==> src/logic/cid_defines.svh <==
// cpu injection header decoder: bit positions, register map, reset values
// assumes a 128-bit header word with bit 0 the least significant bit
`ifndef CID_DEFINES_SVH
`define CID_DEFINES_SVH

`define CID_HDR_W       128
`define CID_BYP_BIT     127
`define CID_RVAL_LSB    85
`define CID_RVAL_W      32
`define CID_FWD_LSB     56
`define CID_FWD_W       12
`define CID_FWD_CPU     11
`define CID_PORT_LSB    43
`define CID_PORT_W      4
`define CID_PORT_MAX    4'hc
`define CID_TMR_LSB     37
`define CID_TMR_W       4
`define CID_TMR_MAX     4'h8
`define CID_DP_BIT      30
`define CID_POP_LSB     28
`define CID_POP_W       2
`define CID_POP_NOMOD   2'h3
`define CID_CPU_QUEUE_MASK_LSB    20
`define CID_CPU_QUEUE_MASK_W      8
`define CID_CLASS_LSB   17
`define CID_CLASS_W     3
`define CID_TAGT_BIT    16
`define CID_PCP_LSB     13
`define CID_PCP_W       3
`define CID_DEI_BIT     12
`define CID_VID_LSB     0
`define CID_VID_W       12
`define CID_SLOT_W      10
`define CID_TPID_W      16
`define CID_CTAG_TPID   16'h8100

`define CID_FIFO_DEPTH  8
`define CID_ADDR_W      8

`define CID_REG_CTRL    8'h00
`define CID_REG_STATUS  8'h04
`define CID_REG_COUNT   8'h08
`define CID_CTRL_RST    32'h88a8_0001
`define CID_CTRL_EN     0
`define CID_CTRL_TPID   16
`define CID_ST_EMPTY    0
`define CID_ST_FULL     1
`define CID_ST_BADPORT  2
`define CID_ST_BADTMR   3
`define CID_RESP_OKAY   2'h0
`define CID_RESP_SLVERR 2'h2

`endif

==> src/logic/cid_pkg.sv <==
// cpu injection header decoder: shared types
// assumes cid_defines.svh for the field widths
`include "cid_defines.svh"

package cid_pkg;

    typedef struct packed {
        logic                     bypass;
        logic [`CID_FWD_W-1:0]    forward_set_a;
        logic                     to_cpu;
        logic [`CID_CPU_QUEUE_MASK_W-1:0]   cpu_queue_mask;
        logic [`CID_PORT_W-1:0]   ingress_port_number;
        logic [`CID_TMR_W-1:0]    periodic_timer_select;
        logic                     periodic;
        logic [`CID_SLOT_W-1:0]   slot_number;
        logic [`CID_RVAL_W-1:0]   rewriter_value;
        logic                     drop_precedence;
        logic [`CID_POP_W-1:0]    tag_strip_count;
        logic                     rewrite_disable;
        logic [`CID_CLASS_W-1:0]  service_class;
        logic [`CID_TPID_W-1:0]   tpid;
        logic [`CID_PCP_W-1:0]    pcp;
        logic                     dei;
        logic [`CID_VID_W-1:0]    vid;
    } cid_dec_s;

endpackage

==> src/logic/cid_fifo.sv <==
// cpu injection header decoder: synchronous fifo with valid/ready both sides
// assumes one clock and a synchronous active-low reset
`timescale 1ns/1ps
`default_nettype none

module cid_fifo #(
    parameter int W = 128,
    parameter int D = 8
) (
    input  wire logic                 aclk,
    input  wire logic                 aresetn,
    input  wire logic [W-1:0]         in_data,
    input  wire logic                 in_valid,
    output logic                      in_ready,
    output logic [W-1:0]              out_data,
    output logic                      out_valid,
    input  wire logic                 out_ready,
    output logic [$clog2(D+1)-1:0]    level
);
    localparam int PW = $clog2(D);
    localparam int CW = $clog2(D+1);

    logic [W-1:0]  mem [D];
    logic [PW-1:0] wr_ptr;
    logic [PW-1:0] rd_ptr;
    logic          push;
    logic          pop;

    assign push      = in_valid && in_ready;
    assign pop       = out_valid && out_ready;
    assign in_ready  = (level != CW'(D));
    assign out_valid = (level != '0);
    assign out_data  = mem[rd_ptr];

    always_ff @(posedge aclk) begin
        if (push) begin
            mem[wr_ptr] <= in_data;
        end
    end

    // pointers wrap by hand so any depth works, not only powers of two
    always_ff @(posedge aclk) begin
        if (!aresetn) begin
            wr_ptr <= '0;
            rd_ptr <= '0;
            level  <= '0;
        end else begin
            if (push) begin
                wr_ptr <= (wr_ptr == PW'(D-1)) ? '0 : wr_ptr + 1'b1;
            end
            if (pop) begin
                rd_ptr <= (rd_ptr == PW'(D-1)) ? '0 : rd_ptr + 1'b1;
            end
            if (push && !pop) begin
                level <= level + 1'b1;
            end else if (pop && !push) begin
                level <= level - 1'b1;
            end
        end
    end

endmodule

`default_nettype wire

==> src/logic/cid_decoder.sv <==
// cpu injection header decoder: header fifo, field decode, axi4-lite regs
// assumes headers arrive from same-clock logic, one 128-bit word each
//
// Notes on behaviour
// - 12-bit forward set at bit 56; top bit is cpu; used only under bypass
// - 4-bit ingress port number at bit 43, legal values 0 to 12
// - 4-bit timer select at bit 37; 1-8 periodic, zero means single injection
// - drop precedence at bit 30, applied only under bypass
// - 2-bit tag strip count at bit 28: strip 0, 1 or 2 tags, bypass only
// - strip count 3 forbids any rewrite except fcs update
// - 8-bit cpu queue mask at bit 20, used under bypass with cpu bit set
// - 3-bit service class at bit 17, used only under bypass
// - bit 16 picks tpid: 0 gives 0x8100, 1 gives service tag value
// - 3-bit pcp at bit 13, used only under bypass
// - dei at bit 12, used only under bypass
// - 12-bit vid at bit 0, used only under bypass
// - nonzero timer select: rewriter value holds slot number 0 to 1023
`include "cid_defines.svh"
`timescale 1ns/1ps
`default_nettype none

module cid_decoder #(
    parameter int DEPTH = `CID_FIFO_DEPTH
) (
    input  wire logic                    aclk,
    input  wire logic                    aresetn,
    // header stream from the injecting cpu
    input  wire logic [`CID_HDR_W-1:0]   hdr_data,
    input  wire logic                    hdr_valid,
    output logic                         hdr_ready,
    // decoded fields towards analyzer and rewriter
    output cid_pkg::cid_dec_s            dec,
    output logic                         dec_valid,
    input  wire logic                    dec_ready,
    // axi4-lite slave
    input  wire logic [`CID_ADDR_W-1:0]  s_axi_awaddr,
    input  wire logic                    s_axi_awvalid,
    output logic                         s_axi_awready,
    input  wire logic [31:0]             s_axi_wdata,
    input  wire logic [3:0]              s_axi_wstrb,
    input  wire logic                    s_axi_wvalid,
    output logic                         s_axi_wready,
    output logic [1:0]                   s_axi_bresp,
    output logic                         s_axi_bvalid,
    input  wire logic                    s_axi_bready,
    input  wire logic [`CID_ADDR_W-1:0]  s_axi_araddr,
    input  wire logic                    s_axi_arvalid,
    output logic                         s_axi_arready,
    output logic [31:0]                  s_axi_rdata,
    output logic [1:0]                   s_axi_rresp,
    output logic                         s_axi_rvalid,
    input  wire logic                    s_axi_rready
);
    import cid_pkg::*;

    localparam int LW = $clog2(DEPTH+1);

    logic [`CID_HDR_W-1:0] f_data;
    logic                  f_valid;
    logic                  f_ready;
    logic [LW-1:0]         f_level;
    logic                  in_ready;
    cid_dec_s              next_dec;
    logic                  pop;
    logic [31:0]           ctrl;
    logic                  bad_port;
    logic                  bad_tmr;
    logic [31:0]           count;
    logic [`CID_ADDR_W-1:0] aw_addr;
    logic [31:0]           w_data;
    logic [3:0]            w_strb;
    logic                  aw_held;
    logic                  w_held;
    logic                  do_write;
    logic                  wr_status;
    logic                  hit_bad_port;
    logic                  hit_bad_tmr;

    ////////////////////////////////////////////////////////////////////////
    // header buffer: a stalled consumer or a cleared enable fills it

    cid_fifo #(
        .W (`CID_HDR_W),
        .D (DEPTH)
    ) u_fifo (
        .aclk      (aclk),
        .aresetn   (aresetn),
        .in_data   (hdr_data),
        .in_valid  (hdr_valid && hdr_ready),
        .in_ready  (in_ready),
        .out_data  (f_data),
        .out_valid (f_valid),
        .out_ready (f_ready),
        .level     (f_level)
    );

    // ready is registered, so it drops no later than the fifo's own ready and
    // only promises a slot that is certain to stay free
    always_ff @(posedge aclk) begin
        if (!aresetn) begin
            hdr_ready <= 1'b0;
        end else begin
            hdr_ready <= (f_level < LW'(DEPTH - 1)) ||
                         ((f_level == LW'(DEPTH - 1)) && !(hdr_valid && hdr_ready));
        end
    end

    assign pop     = f_valid && ctrl[`CID_CTRL_EN] && (!dec_valid || dec_ready);
    assign f_ready = pop;

    ////////////////////////////////////////////////////////////////////////
    // field decode

    always_comb begin
        next_dec        = '0;
        next_dec.bypass = f_data[`CID_BYP_BIT];
        // reserved ranges are never read
        next_dec.ingress_port_number =
            f_data[`CID_PORT_LSB +: `CID_PORT_W];
        next_dec.periodic_timer_select =
            f_data[`CID_TMR_LSB +: `CID_TMR_W];
        next_dec.periodic = (next_dec.periodic_timer_select != '0);
        next_dec.rewriter_value = f_data[`CID_RVAL_LSB +: `CID_RVAL_W];
        if (next_dec.periodic) begin
            // slot replaces the timestamp; upper bits carry nothing
            next_dec.slot_number = next_dec.rewriter_value[`CID_SLOT_W-1:0];
        end
        // dependence on the injector's header placement
        if (next_dec.bypass) begin
            next_dec.forward_set_a = f_data[`CID_FWD_LSB +: `CID_FWD_W];
            next_dec.to_cpu        = next_dec.forward_set_a[`CID_FWD_CPU];
            if (next_dec.to_cpu) begin
                next_dec.cpu_queue_mask =
                    f_data[`CID_CPU_QUEUE_MASK_LSB +: `CID_CPU_QUEUE_MASK_W];
            end
            next_dec.drop_precedence = f_data[`CID_DP_BIT];
            if (f_data[`CID_POP_LSB +: `CID_POP_W] == `CID_POP_NOMOD) begin
                next_dec.rewrite_disable = 1'b1;
            end else begin
                next_dec.tag_strip_count =
                    f_data[`CID_POP_LSB +: `CID_POP_W];
            end
            next_dec.service_class =
                f_data[`CID_CLASS_LSB +: `CID_CLASS_W];
            next_dec.tpid = f_data[`CID_TAGT_BIT] ?
                ctrl[`CID_CTRL_TPID +: `CID_TPID_W] : `CID_CTAG_TPID;
            next_dec.pcp = f_data[`CID_PCP_LSB +: `CID_PCP_W];
            next_dec.dei = f_data[`CID_DEI_BIT];
            next_dec.vid = f_data[`CID_VID_LSB +: `CID_VID_W];
        end
        // no bypass: all of the above stay zero for the classifier
    end

    always_ff @(posedge aclk) begin
        if (!aresetn) begin
            dec       <= '0;
            dec_valid <= 1'b0;
        end else if (pop) begin
            dec       <= next_dec;
            dec_valid <= 1'b1;
        end else if (dec_ready) begin
            dec_valid <= 1'b0;
        end
    end

    ////////////////////////////////////////////////////////////////////////
    // status: sticky flags, a set in the clearing cycle wins

    assign hit_bad_port = pop && (next_dec.ingress_port_number > `CID_PORT_MAX);
    assign hit_bad_tmr  = pop && (next_dec.periodic_timer_select > `CID_TMR_MAX);
    assign wr_status    = do_write && (aw_addr == `CID_REG_STATUS) && w_strb[0];

    always_ff @(posedge aclk) begin
        if (!aresetn) begin
            bad_port <= 1'b0;
        end else if (hit_bad_port) begin
            bad_port <= 1'b1;
        end else if (wr_status && w_data[`CID_ST_BADPORT]) begin
            bad_port <= 1'b0;
        end
    end

    always_ff @(posedge aclk) begin
        if (!aresetn) begin
            bad_tmr <= 1'b0;
        end else if (hit_bad_tmr) begin
            bad_tmr <= 1'b1;
        end else if (wr_status && w_data[`CID_ST_BADTMR]) begin
            bad_tmr <= 1'b0;
        end
    end

    always_ff @(posedge aclk) begin
        if (!aresetn) begin
            count <= '0;
        end else if (pop) begin
            count <= count + 1'b1;
        end
    end

    ////////////////////////////////////////////////////////////////////////
    // axi4-lite write side: address and data taken in either order

    assign do_write = aw_held && w_held && !s_axi_bvalid;

    always_ff @(posedge aclk) begin
        if (!aresetn) begin
            aw_held       <= 1'b0;
            w_held        <= 1'b0;
            aw_addr       <= '0;
            w_data        <= '0;
            w_strb        <= '0;
            s_axi_awready <= 1'b1;
            s_axi_wready  <= 1'b1;
            s_axi_bvalid  <= 1'b0;
            s_axi_bresp   <= `CID_RESP_OKAY;
        end else begin
            if (s_axi_awvalid && s_axi_awready) begin
                aw_addr       <= s_axi_awaddr;
                aw_held       <= 1'b1;
                s_axi_awready <= 1'b0;
            end
            if (s_axi_wvalid && s_axi_wready) begin
                w_data       <= s_axi_wdata;
                w_strb       <= s_axi_wstrb;
                w_held       <= 1'b1;
                s_axi_wready <= 1'b0;
            end
            if (do_write) begin
                aw_held      <= 1'b0;
                w_held       <= 1'b0;
                s_axi_bvalid <= 1'b1;
                s_axi_bresp  <= (aw_addr == `CID_REG_CTRL ||
                                 aw_addr == `CID_REG_STATUS ||
                                 aw_addr == `CID_REG_COUNT) ?
                                `CID_RESP_OKAY : `CID_RESP_SLVERR;
            end
            if (s_axi_bvalid && s_axi_bready) begin
                s_axi_bvalid  <= 1'b0;
                s_axi_awready <= 1'b1;
                s_axi_wready  <= 1'b1;
            end
        end
    end

    // control register honours byte strobes lane by lane
    for (genvar b = 0; b < 4; b++) begin : g_ctrl_lane
        always_ff @(posedge aclk) begin
            if (!aresetn) begin
                ctrl[8*b +: 8] <= 8'(`CID_CTRL_RST >> (8*b));
            end else if (do_write && aw_addr == `CID_REG_CTRL && w_strb[b]) begin
                ctrl[8*b +: 8] <= w_data[8*b +: 8];
            end
        end
    end

    ////////////////////////////////////////////////////////////////////////
    // axi4-lite read side

    always_ff @(posedge aclk) begin
        if (!aresetn) begin
            s_axi_arready <= 1'b1;
            s_axi_rvalid  <= 1'b0;
            s_axi_rdata   <= '0;
            s_axi_rresp   <= `CID_RESP_OKAY;
        end else if (s_axi_arvalid && s_axi_arready) begin
            s_axi_arready <= 1'b0;
            s_axi_rvalid  <= 1'b1;
            s_axi_rresp   <= `CID_RESP_OKAY;
            case (s_axi_araddr)
                `CID_REG_CTRL: begin
                    s_axi_rdata <= ctrl;
                end
                `CID_REG_STATUS: begin
                    s_axi_rdata <= {28'h0, bad_tmr, bad_port,
                                    (f_level == LW'(DEPTH)), (f_level == '0)};
                end
                `CID_REG_COUNT: begin
                    s_axi_rdata <= count;
                end
                default: begin
                    s_axi_rdata <= '0;
                    s_axi_rresp <= `CID_RESP_SLVERR;
                end
            endcase
        end else if (s_axi_rvalid && s_axi_rready) begin
            s_axi_rvalid  <= 1'b0;
            s_axi_arready <= 1'b1;
        end
    end

    ////////////////////////////////////////////////////////////////////////
    // checks

    fwd_gate_a: assert property (@(posedge aclk) disable iff (!aresetn)
        pop |=> dec.forward_set_a == ($past(f_data[`CID_BYP_BIT]) ?
                $past(f_data[`CID_FWD_LSB +: `CID_FWD_W]) : '0))
        else $error("forward set does not follow bypass");

    port_copy_a: assert property (@(posedge aclk) disable iff (!aresetn)
        pop |=> dec.ingress_port_number ==
                $past(f_data[`CID_PORT_LSB +: `CID_PORT_W]))
        else $error("ingress port not copied");

    timer_flag_a: assert property (@(posedge aclk) disable iff (!aresetn)
        pop |=> dec.periodic ==
                ($past(f_data[`CID_TMR_LSB +: `CID_TMR_W]) != '0))
        else $error("periodic flag wrong");

    dp_gate_a: assert property (@(posedge aclk) disable iff (!aresetn)
        pop |=> dec.drop_precedence ==
                ($past(f_data[`CID_DP_BIT]) && $past(f_data[`CID_BYP_BIT])))
        else $error("drop precedence gating wrong");

    strip_count_a: assert property (@(posedge aclk) disable iff (!aresetn)
        dec_valid && dec.rewrite_disable |-> dec.tag_strip_count == '0)
        else $error("strip count with rewrite disabled");

    no_modify_a: assert property (@(posedge aclk) disable iff (!aresetn)
        pop && f_data[`CID_BYP_BIT] &&
        f_data[`CID_POP_LSB +: `CID_POP_W] == `CID_POP_NOMOD |=> dec.rewrite_disable)
        else $error("no-modify not raised");

    cpu_queue_a: assert property (@(posedge aclk) disable iff (!aresetn)
        dec_valid && !dec.to_cpu |-> dec.cpu_queue_mask == '0)
        else $error("queue mask without cpu bit");

    class_gate_a: assert property (@(posedge aclk) disable iff (!aresetn)
        pop && !f_data[`CID_BYP_BIT] |=> dec.service_class == '0 && !dec.bypass)
        else $error("service class used without bypass");

    tpid_pick_a: assert property (@(posedge aclk) disable iff (!aresetn)
        pop && f_data[`CID_BYP_BIT] && !f_data[`CID_TAGT_BIT] |=>
        dec.tpid == `CID_CTAG_TPID)
        else $error("customer tag tpid wrong");

    tag_copy_a: assert property (@(posedge aclk) disable iff (!aresetn)
        pop && f_data[`CID_BYP_BIT] |=>
        dec.pcp == $past(f_data[`CID_PCP_LSB +: `CID_PCP_W]) &&
        dec.dei == $past(f_data[`CID_DEI_BIT]))
        else $error("pcp or dei not copied");

    vid_copy_a: assert property (@(posedge aclk) disable iff (!aresetn)
        pop |=> dec.vid == ($past(f_data[`CID_BYP_BIT]) ?
                $past(f_data[`CID_VID_LSB +: `CID_VID_W]) : '0))
        else $error("vid gating wrong");

    slot_value_a: assert property (@(posedge aclk) disable iff (!aresetn)
        pop |=> dec.slot_number ==
                (($past(f_data[`CID_TMR_LSB +: `CID_TMR_W]) != '0) ?
                 $past(f_data[`CID_RVAL_LSB +: `CID_SLOT_W]) : '0))
        else $error("slot number mismatch");

    hold_out_a: assert property (@(posedge aclk) disable iff (!aresetn)
        dec_valid && !dec_ready |=> dec_valid && $stable(dec))
        else $error("decoded output changed while stalled");

    fifo_room_a: assert property (@(posedge aclk) disable iff (!aresetn)
        hdr_valid && hdr_ready |-> in_ready)
        else $error("header accepted with fifo full");

endmodule

`default_nettype wire

==> config.mk <==
export PLATFORM = sky130hd
export DESIGN_NAME = cid_decoder
export DESIGN_NICKNAME = d
export VERILOG_FILES = /design/src/logic/cid_pkg.sv /design/src/logic/cid_fifo.sv /design/src/logic/cid_decoder.sv
export VERILOG_INCLUDE_DIRS = /design/src /design/src/logic
export SDC_FILE = /design/constraint.sdc
export NUM_CORES = 1
export LEC_CHECK = 0
export ABC_CLOCK_PERIOD_IN_PS = 10450
export BUFFER_PORTS_ARGS = -buffer_cell sky130_fd_sc_hd__buf_2
export CAP_MARGIN = 25
export CORE_ASPECT_RATIO = 1.75
export CORE_MARGIN = 5
export CORE_UTILIZATION = 53
export CTS_CLUSTER_SIZE = 40
export DETAILED_ROUTE_END_ITERATION = 16
export PLACE_DENSITY = 0.73
export SYNTH_ARGS = -nofsm -noshare
export SYNTH_HDL_FRONTEND = slang
export SYNTH_SLANG_ARGS = --single-unit
==> constraint.sdc <==
create_clock -name aclk -period 10.45 [get_ports aclk]
set_clock_uncertainty 0.1 [all_clocks]
set_input_delay 0.5225 -clock aclk [delete_from_list [all_inputs] [get_ports aclk]]
set_output_delay 0.5225 -clock aclk [all_outputs]
set_load 0.005 [all_outputs]
-- Word-level counts from Yosys, hierarchy flattened
Memory sizes are Yosys's and may differ from the RTL's. A register that Yosys moved wholly into a read port is not among the register bits.
Index checks and enable logic that the tools add are counted.
- input port bits: 189
- flip-flop bits (word level): 277
- memories: 1
- logic and storage cells: 138
- output and inout port bits: 155
- RAM bits: 1024
- add/sub/neg operators: 5
- multiplexer cells: 28
- bitwise operators: 1
- $lt $le $gt $ge: 3
- reduce and logical (&&, ||, !) cells: 48
- eq/ne operators: 10
- memories (name ; words ; bits a word ; read ports ; clocked after memory_dff ; write ports ; line ; text):
    u_fifo.mem ; 8 ; 128 ; 1 ; 1 ; 1 ; cid_fifo.sv:23 ; logic [W-1:0] mem [D];
- operator list (kind ; count):
    $pmux 32 s3 ; 1
    $mux 39 ; 1
    $add 32x1->32 const B ; 1
    $logic_and 1x1->1 ; 26
    $mux 21 ; 1
    $eq 8x3->1 const B ; 2
    $eq 8x4->1 const B ; 2
    $logic_not 8->1 ; 2
    $mux 16 ; 1
    $mux 1 ; 13
    $mux 3 ; 4
    $mux 10 ; 1
    $reduce_bool 2->1 ; 5
    $gt 4x4->1 const B ; 2
    $mux 4 ; 2
    $mux 8 ; 1
    $reduce_bool 4->1 ; 2
    $add 3x1->3 const B ; 2
    $eq 3x3->1 const B ; 2
    $mux 2 ; 3
    $logic_not 1->1 ; 5
    $add 4x1->4 const B ; 1
    $eq 4x3->1 const B ; 1
    $eq 4x4->1 const B ; 1
    other kinds (9) ; 13

-- Depth between registers and ports, before layout
- depth in word-level cells: 7
- depth in mapped cells: 14
- mapped depth without buffers: 11

-- Modules after synthesis
Synthesis repeated with hierarchy kept, for this count alone.
- cell total of the unflattened synthesis: 2802
- area total of the unflattened synthesis: 49747.7 um^2
- by module, submodules not included (module ; cells each ; area each (um^2) ; seq. area each (um^2) ; instances):
    cid_fifo ; 1554 ; 39576.7 ; 31009.7 ; 1
    cid_decoder ; 1248 ; 10171.0 ; 5285.1 ; 1

-- Worst setup path after synthesis
Ideal clock, no wire load.
- path type: register -> register
- start point: register u_fifo.level[0]
- end point: memory u_fifo.mem[1][0], enable pin
- setup slack: 2836 ps
- data required time: 9720 ps
- stages on the path, launching flop included: 5
- library setup time: 630 ps
- buffers on the path: 0
- clock period less this slack: 7614 ps
- arrival: 6885 ps
- cell sequence: dfxtp_1 -> nor3_1 -> a21oi_1 -> nand2_1 -> nor3_1
- longest elaborated chain between the ends: 4
- ends and longest elaborated chain (what ; line ; text):
    from (decl) ; cid_fifo.sv:18 ; output logic [$clog2(D+1)-1:0] level
    from (signal assigned) ; cid_fifo.sv:55 ; level <= level + 1'b1;
    from (signal assigned) ; cid_fifo.sv:57 ; level <= level - 1'b1;
    $ne 4x4->1 ; cid_fifo.sv:31 ; assign in_ready = (level != CW'(D));
    $logic_and 1x1->1 ; cid_fifo.sv:29 ; assign push = in_valid && in_ready;
    $mux 1 ; cid_fifo.sv:36 ; if (push) begin
    $mux 1 (not written as such) ; cid_fifo.sv:37 ; mem[wr_ptr] <= in_data;
    to (decl) ; cid_fifo.sv:23 ;
Every way passes these cells.

-- Worst setup path in the final report
- start point: register u_fifo.level[0]
- end point: memory u_fifo.mem[4][102], enable pin
The elaborated chain is that of the path after synthesis.

==> impl_metrics.toml <==
[min_path]
holdCritStartpoint = "hdr_data[30]"
hp-class = "in -> reg"

[synth]
synth_compound_area_share_pct = 4.23
synth_area_sq_um = 35500
synthAdderAreaFrac_pct = 0.339
synth.area.mux_share_pct = 14.0
synth_top_family_by_area = "multiplexers"
synth_edf_count = 672
synth_xor_area_share_pct = 0.716
synth_cell_types = 56
netlist.area_leader.share_pct = 56.9
synth.area.top_cells = "edfxtp_1 (57%), dfxtp_1 (16%), mux4_2 (11%)"
synth_ff_type = "edfxtp_1"
ys_warn_count = 0
synth_seq_cells = 949
syn_avg_cell_area_sq_um = 16.3
synth_cells = 2172
synth_top_cell_by_area = "edfxtp_1"
async_flop_share_pct = 0
synth-simple-area-share_pct = 6.41
ys_seq_area_share_pct = 72.6

[clocking]
ctsResizeCount = 0
clk_pin_slew_ns = 0.08
ctsHtreeMaxLevel = 3
ctsRootBufferMaster = "clkbuf_16"
cts_sinks = 949
clock_latency_ns = 0.65
clk_path_buf_depth = 3
cts_buffers = 81
cts_setup_buffers = 0
cts_tree = "done"

[critical_path]
rr_startpoint = "u_fifo.level[0]"
cp_num_buf_inv = 3
crit_slowest_cell = "buf_4"
crit_top_cell = "buf_4"
crit_path_end_kind = "flip-flop"
cp.arrival_ns = 4.08
start_kind = "flip-flop"
crit_chain = "nor3_1 -> a21oi_1 -> nand2b_1 -> nor2_4 -> buf_16 -> buf_4 -> buf_4"
critical-path-top-delay-family = "buffers and inverters"
crit_type = "reg -> reg"
slowest_delay_ns = 0.58
cp_max_fo = 32
required_ns = 10.61
worstSetupStartpoint = "u_fifo.level[0]"

[power]
total_power_w = 0.00947
switchingPower_w = 0.00258
seqPwrFrac_pct = 47.9
vdd_ir_drop_max_mv = 0.136
pwr-share-clk_pct = 31.9
internal_power_w = 0.00688
comb_power_share_pct = 20.2
p_leak_nw = 13.8
pwr_density_cell_nw_per_um2 = 232
switching_share_pct = 27.3

[grt]
grt_antenna_before_repair = 25
grt_pass1_vias = 21200
grtUsageTotal_pct = 22.5
grt_max_degree = 77
grt_pass1_wl_mm = 124
overflow = 0
use_met2_pct = 39.3
grt-busiest-layer = "met2"
met1_usage_pct = 26.8
grt_util_met3_pct = 5.38

[routing]
final_antenna_net_count = 0
drt_pre_antenna_iters = 7
initialDrtViolationCount = 1253
vias = 19900
drt-total-wl_mm = 81.6
drc = 0
viasPerCell = 5.79
wire_per_inst_um = 23.7

[flow_run]
maxCapViolCount = 0

[sta]
hold_violations = 0
tns_ns = 0
rsz0062_at_grt = "no"
setup_violations = 0
fin_crit_sh_pct = 37.5
slew_violations = 0
max_freq_mhz = 255
relSlewSlack_pct = 28.1
period_needed_ns = 3.92
worstMarginPinSlew_ns = 1.08

[finish]
drive_above_1_share_pct = 25.5
final_cell_mix = "edfxtp_1 (672), buf_2 (297), dfxtp_1 (274)"
syn_to_final_growth_pct = 15.1
fin_nets = 2677
fillerInstances = 4858
final_common_cell = "edfxtp_1"
final_core_util_pct = 61.5

[floorplanning]
dieArea_sq_um = 72400
initial_core_util_pct = 53.5
core_sq_um = 66300
io_pins = 344
row_count = 125
die_width_um = 206
die_h_um = 352

[placement]
dp_hpwl_mm = 49.9
portBuffers = 297
gp_congestion = 0.885

[status]
status = "finished clean"
[cell usage after synthesis (all sizes together), types with 15 or more instances]
cell type  instances
nor2             102
edfxtp           672
nand4             15
buf               43
a211oi            41
dfxtp            277
a21oi             94
mux4             166
nand3             63
and2              34
clkbuf            84
xnor2             18
nand2            229
o21ai             92
mux2i            120
[worst paths after layout]
kind	cells after the start	slack [ns]	end
worst max-delay path	7	6.53	u_fifo.mem[4][102]
worst min-delay path	1	0.04	u_fifo.mem[2][30]
worst max register to register	7	6.53	u_fifo.mem[4][102]
worst min register to register	2	0.35	s_axi_rdata[8]
[cell families after synthesis]
| group | Yosys count |
|---|---|
| buf+inv | 137 |
| mux | 289 |
| xor+xnor | 29 |
| simple gates | 501 |
| flops | 949 |
| fa+ha+maj | 9 |
| other cells | 1 |
| compound gates | 257 |
[layout make-up]
cell class,instances,area [sq um],share of cell area (%)
Tap cell,889,1110,2.73
Clock buffer,114,2270,5.55
Antenna cell,11,27.5,0.0674
Inverter,9,38.8,0.0950
Multi-Input combinational cell,1087,9190,22.5
Sequential cell,949,25700,63.1
Timing Repair Buffer,351,2010,4.92
Clock inverter,36,432,1.06
[flip-flops by register name, indices dropped and copies added, names as in the netlist, 3 cells and up, named ones only]
register and count:
u_fifo.mem 672, count 32, w_data 32, u_fifo.level 4
dec 111, w_strb 4, aw_addr 8, u_fifo.wr_ptr 3
u_fifo.rd_ptr 3, ctrl 32, s_axi_rdata 32
[per-stage QoR]
stage               hold slack, ns  area (sq um)  setup WS (ns)  instances
global route                0.0205         40800           6.28       3438
detailed placement           0.340         37900           6.44       3268
finish                      0.0394         40800           6.53       3446
floorplan                    0.333         35500           2.84       2173
global placement             0.338         37800           6.21       3266
CTS                      0.0000766         40700           6.42       3433
[power groups by stage]
stage / Sequential [W] / Combinational, W / Clock [W]
2_1_floorplan: 0.00450 / 0.00137 / 0
4_1_cts: 0.00455 / 0.00193 / 0.00308
6_report: 0.00454 / 0.00191 / 0.00302
3_5_place_dp: 0.00463 / 0.00192 / 0
5_1_grt: 0.00457 / 0.00209 / 0.00325
3_3_place_gp: 0.00461 / 0.00187 / 0
[repair_timing]
| action | 4_1_cts | 5_1_grt |
|---|---|---|
| endpoints found under the setup margin | 0 | 0 |
| hold buffers | 15 | 0 |
| endpoints found under the hold margin | 36 | 0 |
[per-layer routing]
| metal | up-vias | wire (um) |
|---|---|---|
| met3 | 197 | 5290 |
| li1 | 8954 | - |
| met4 | 24 | 3240 |
| met1 | 10100 | 31100 |
| met5 | - | 145 |
| met2 | 642 | 41900 |
Power figures use the tool's default switching activity.
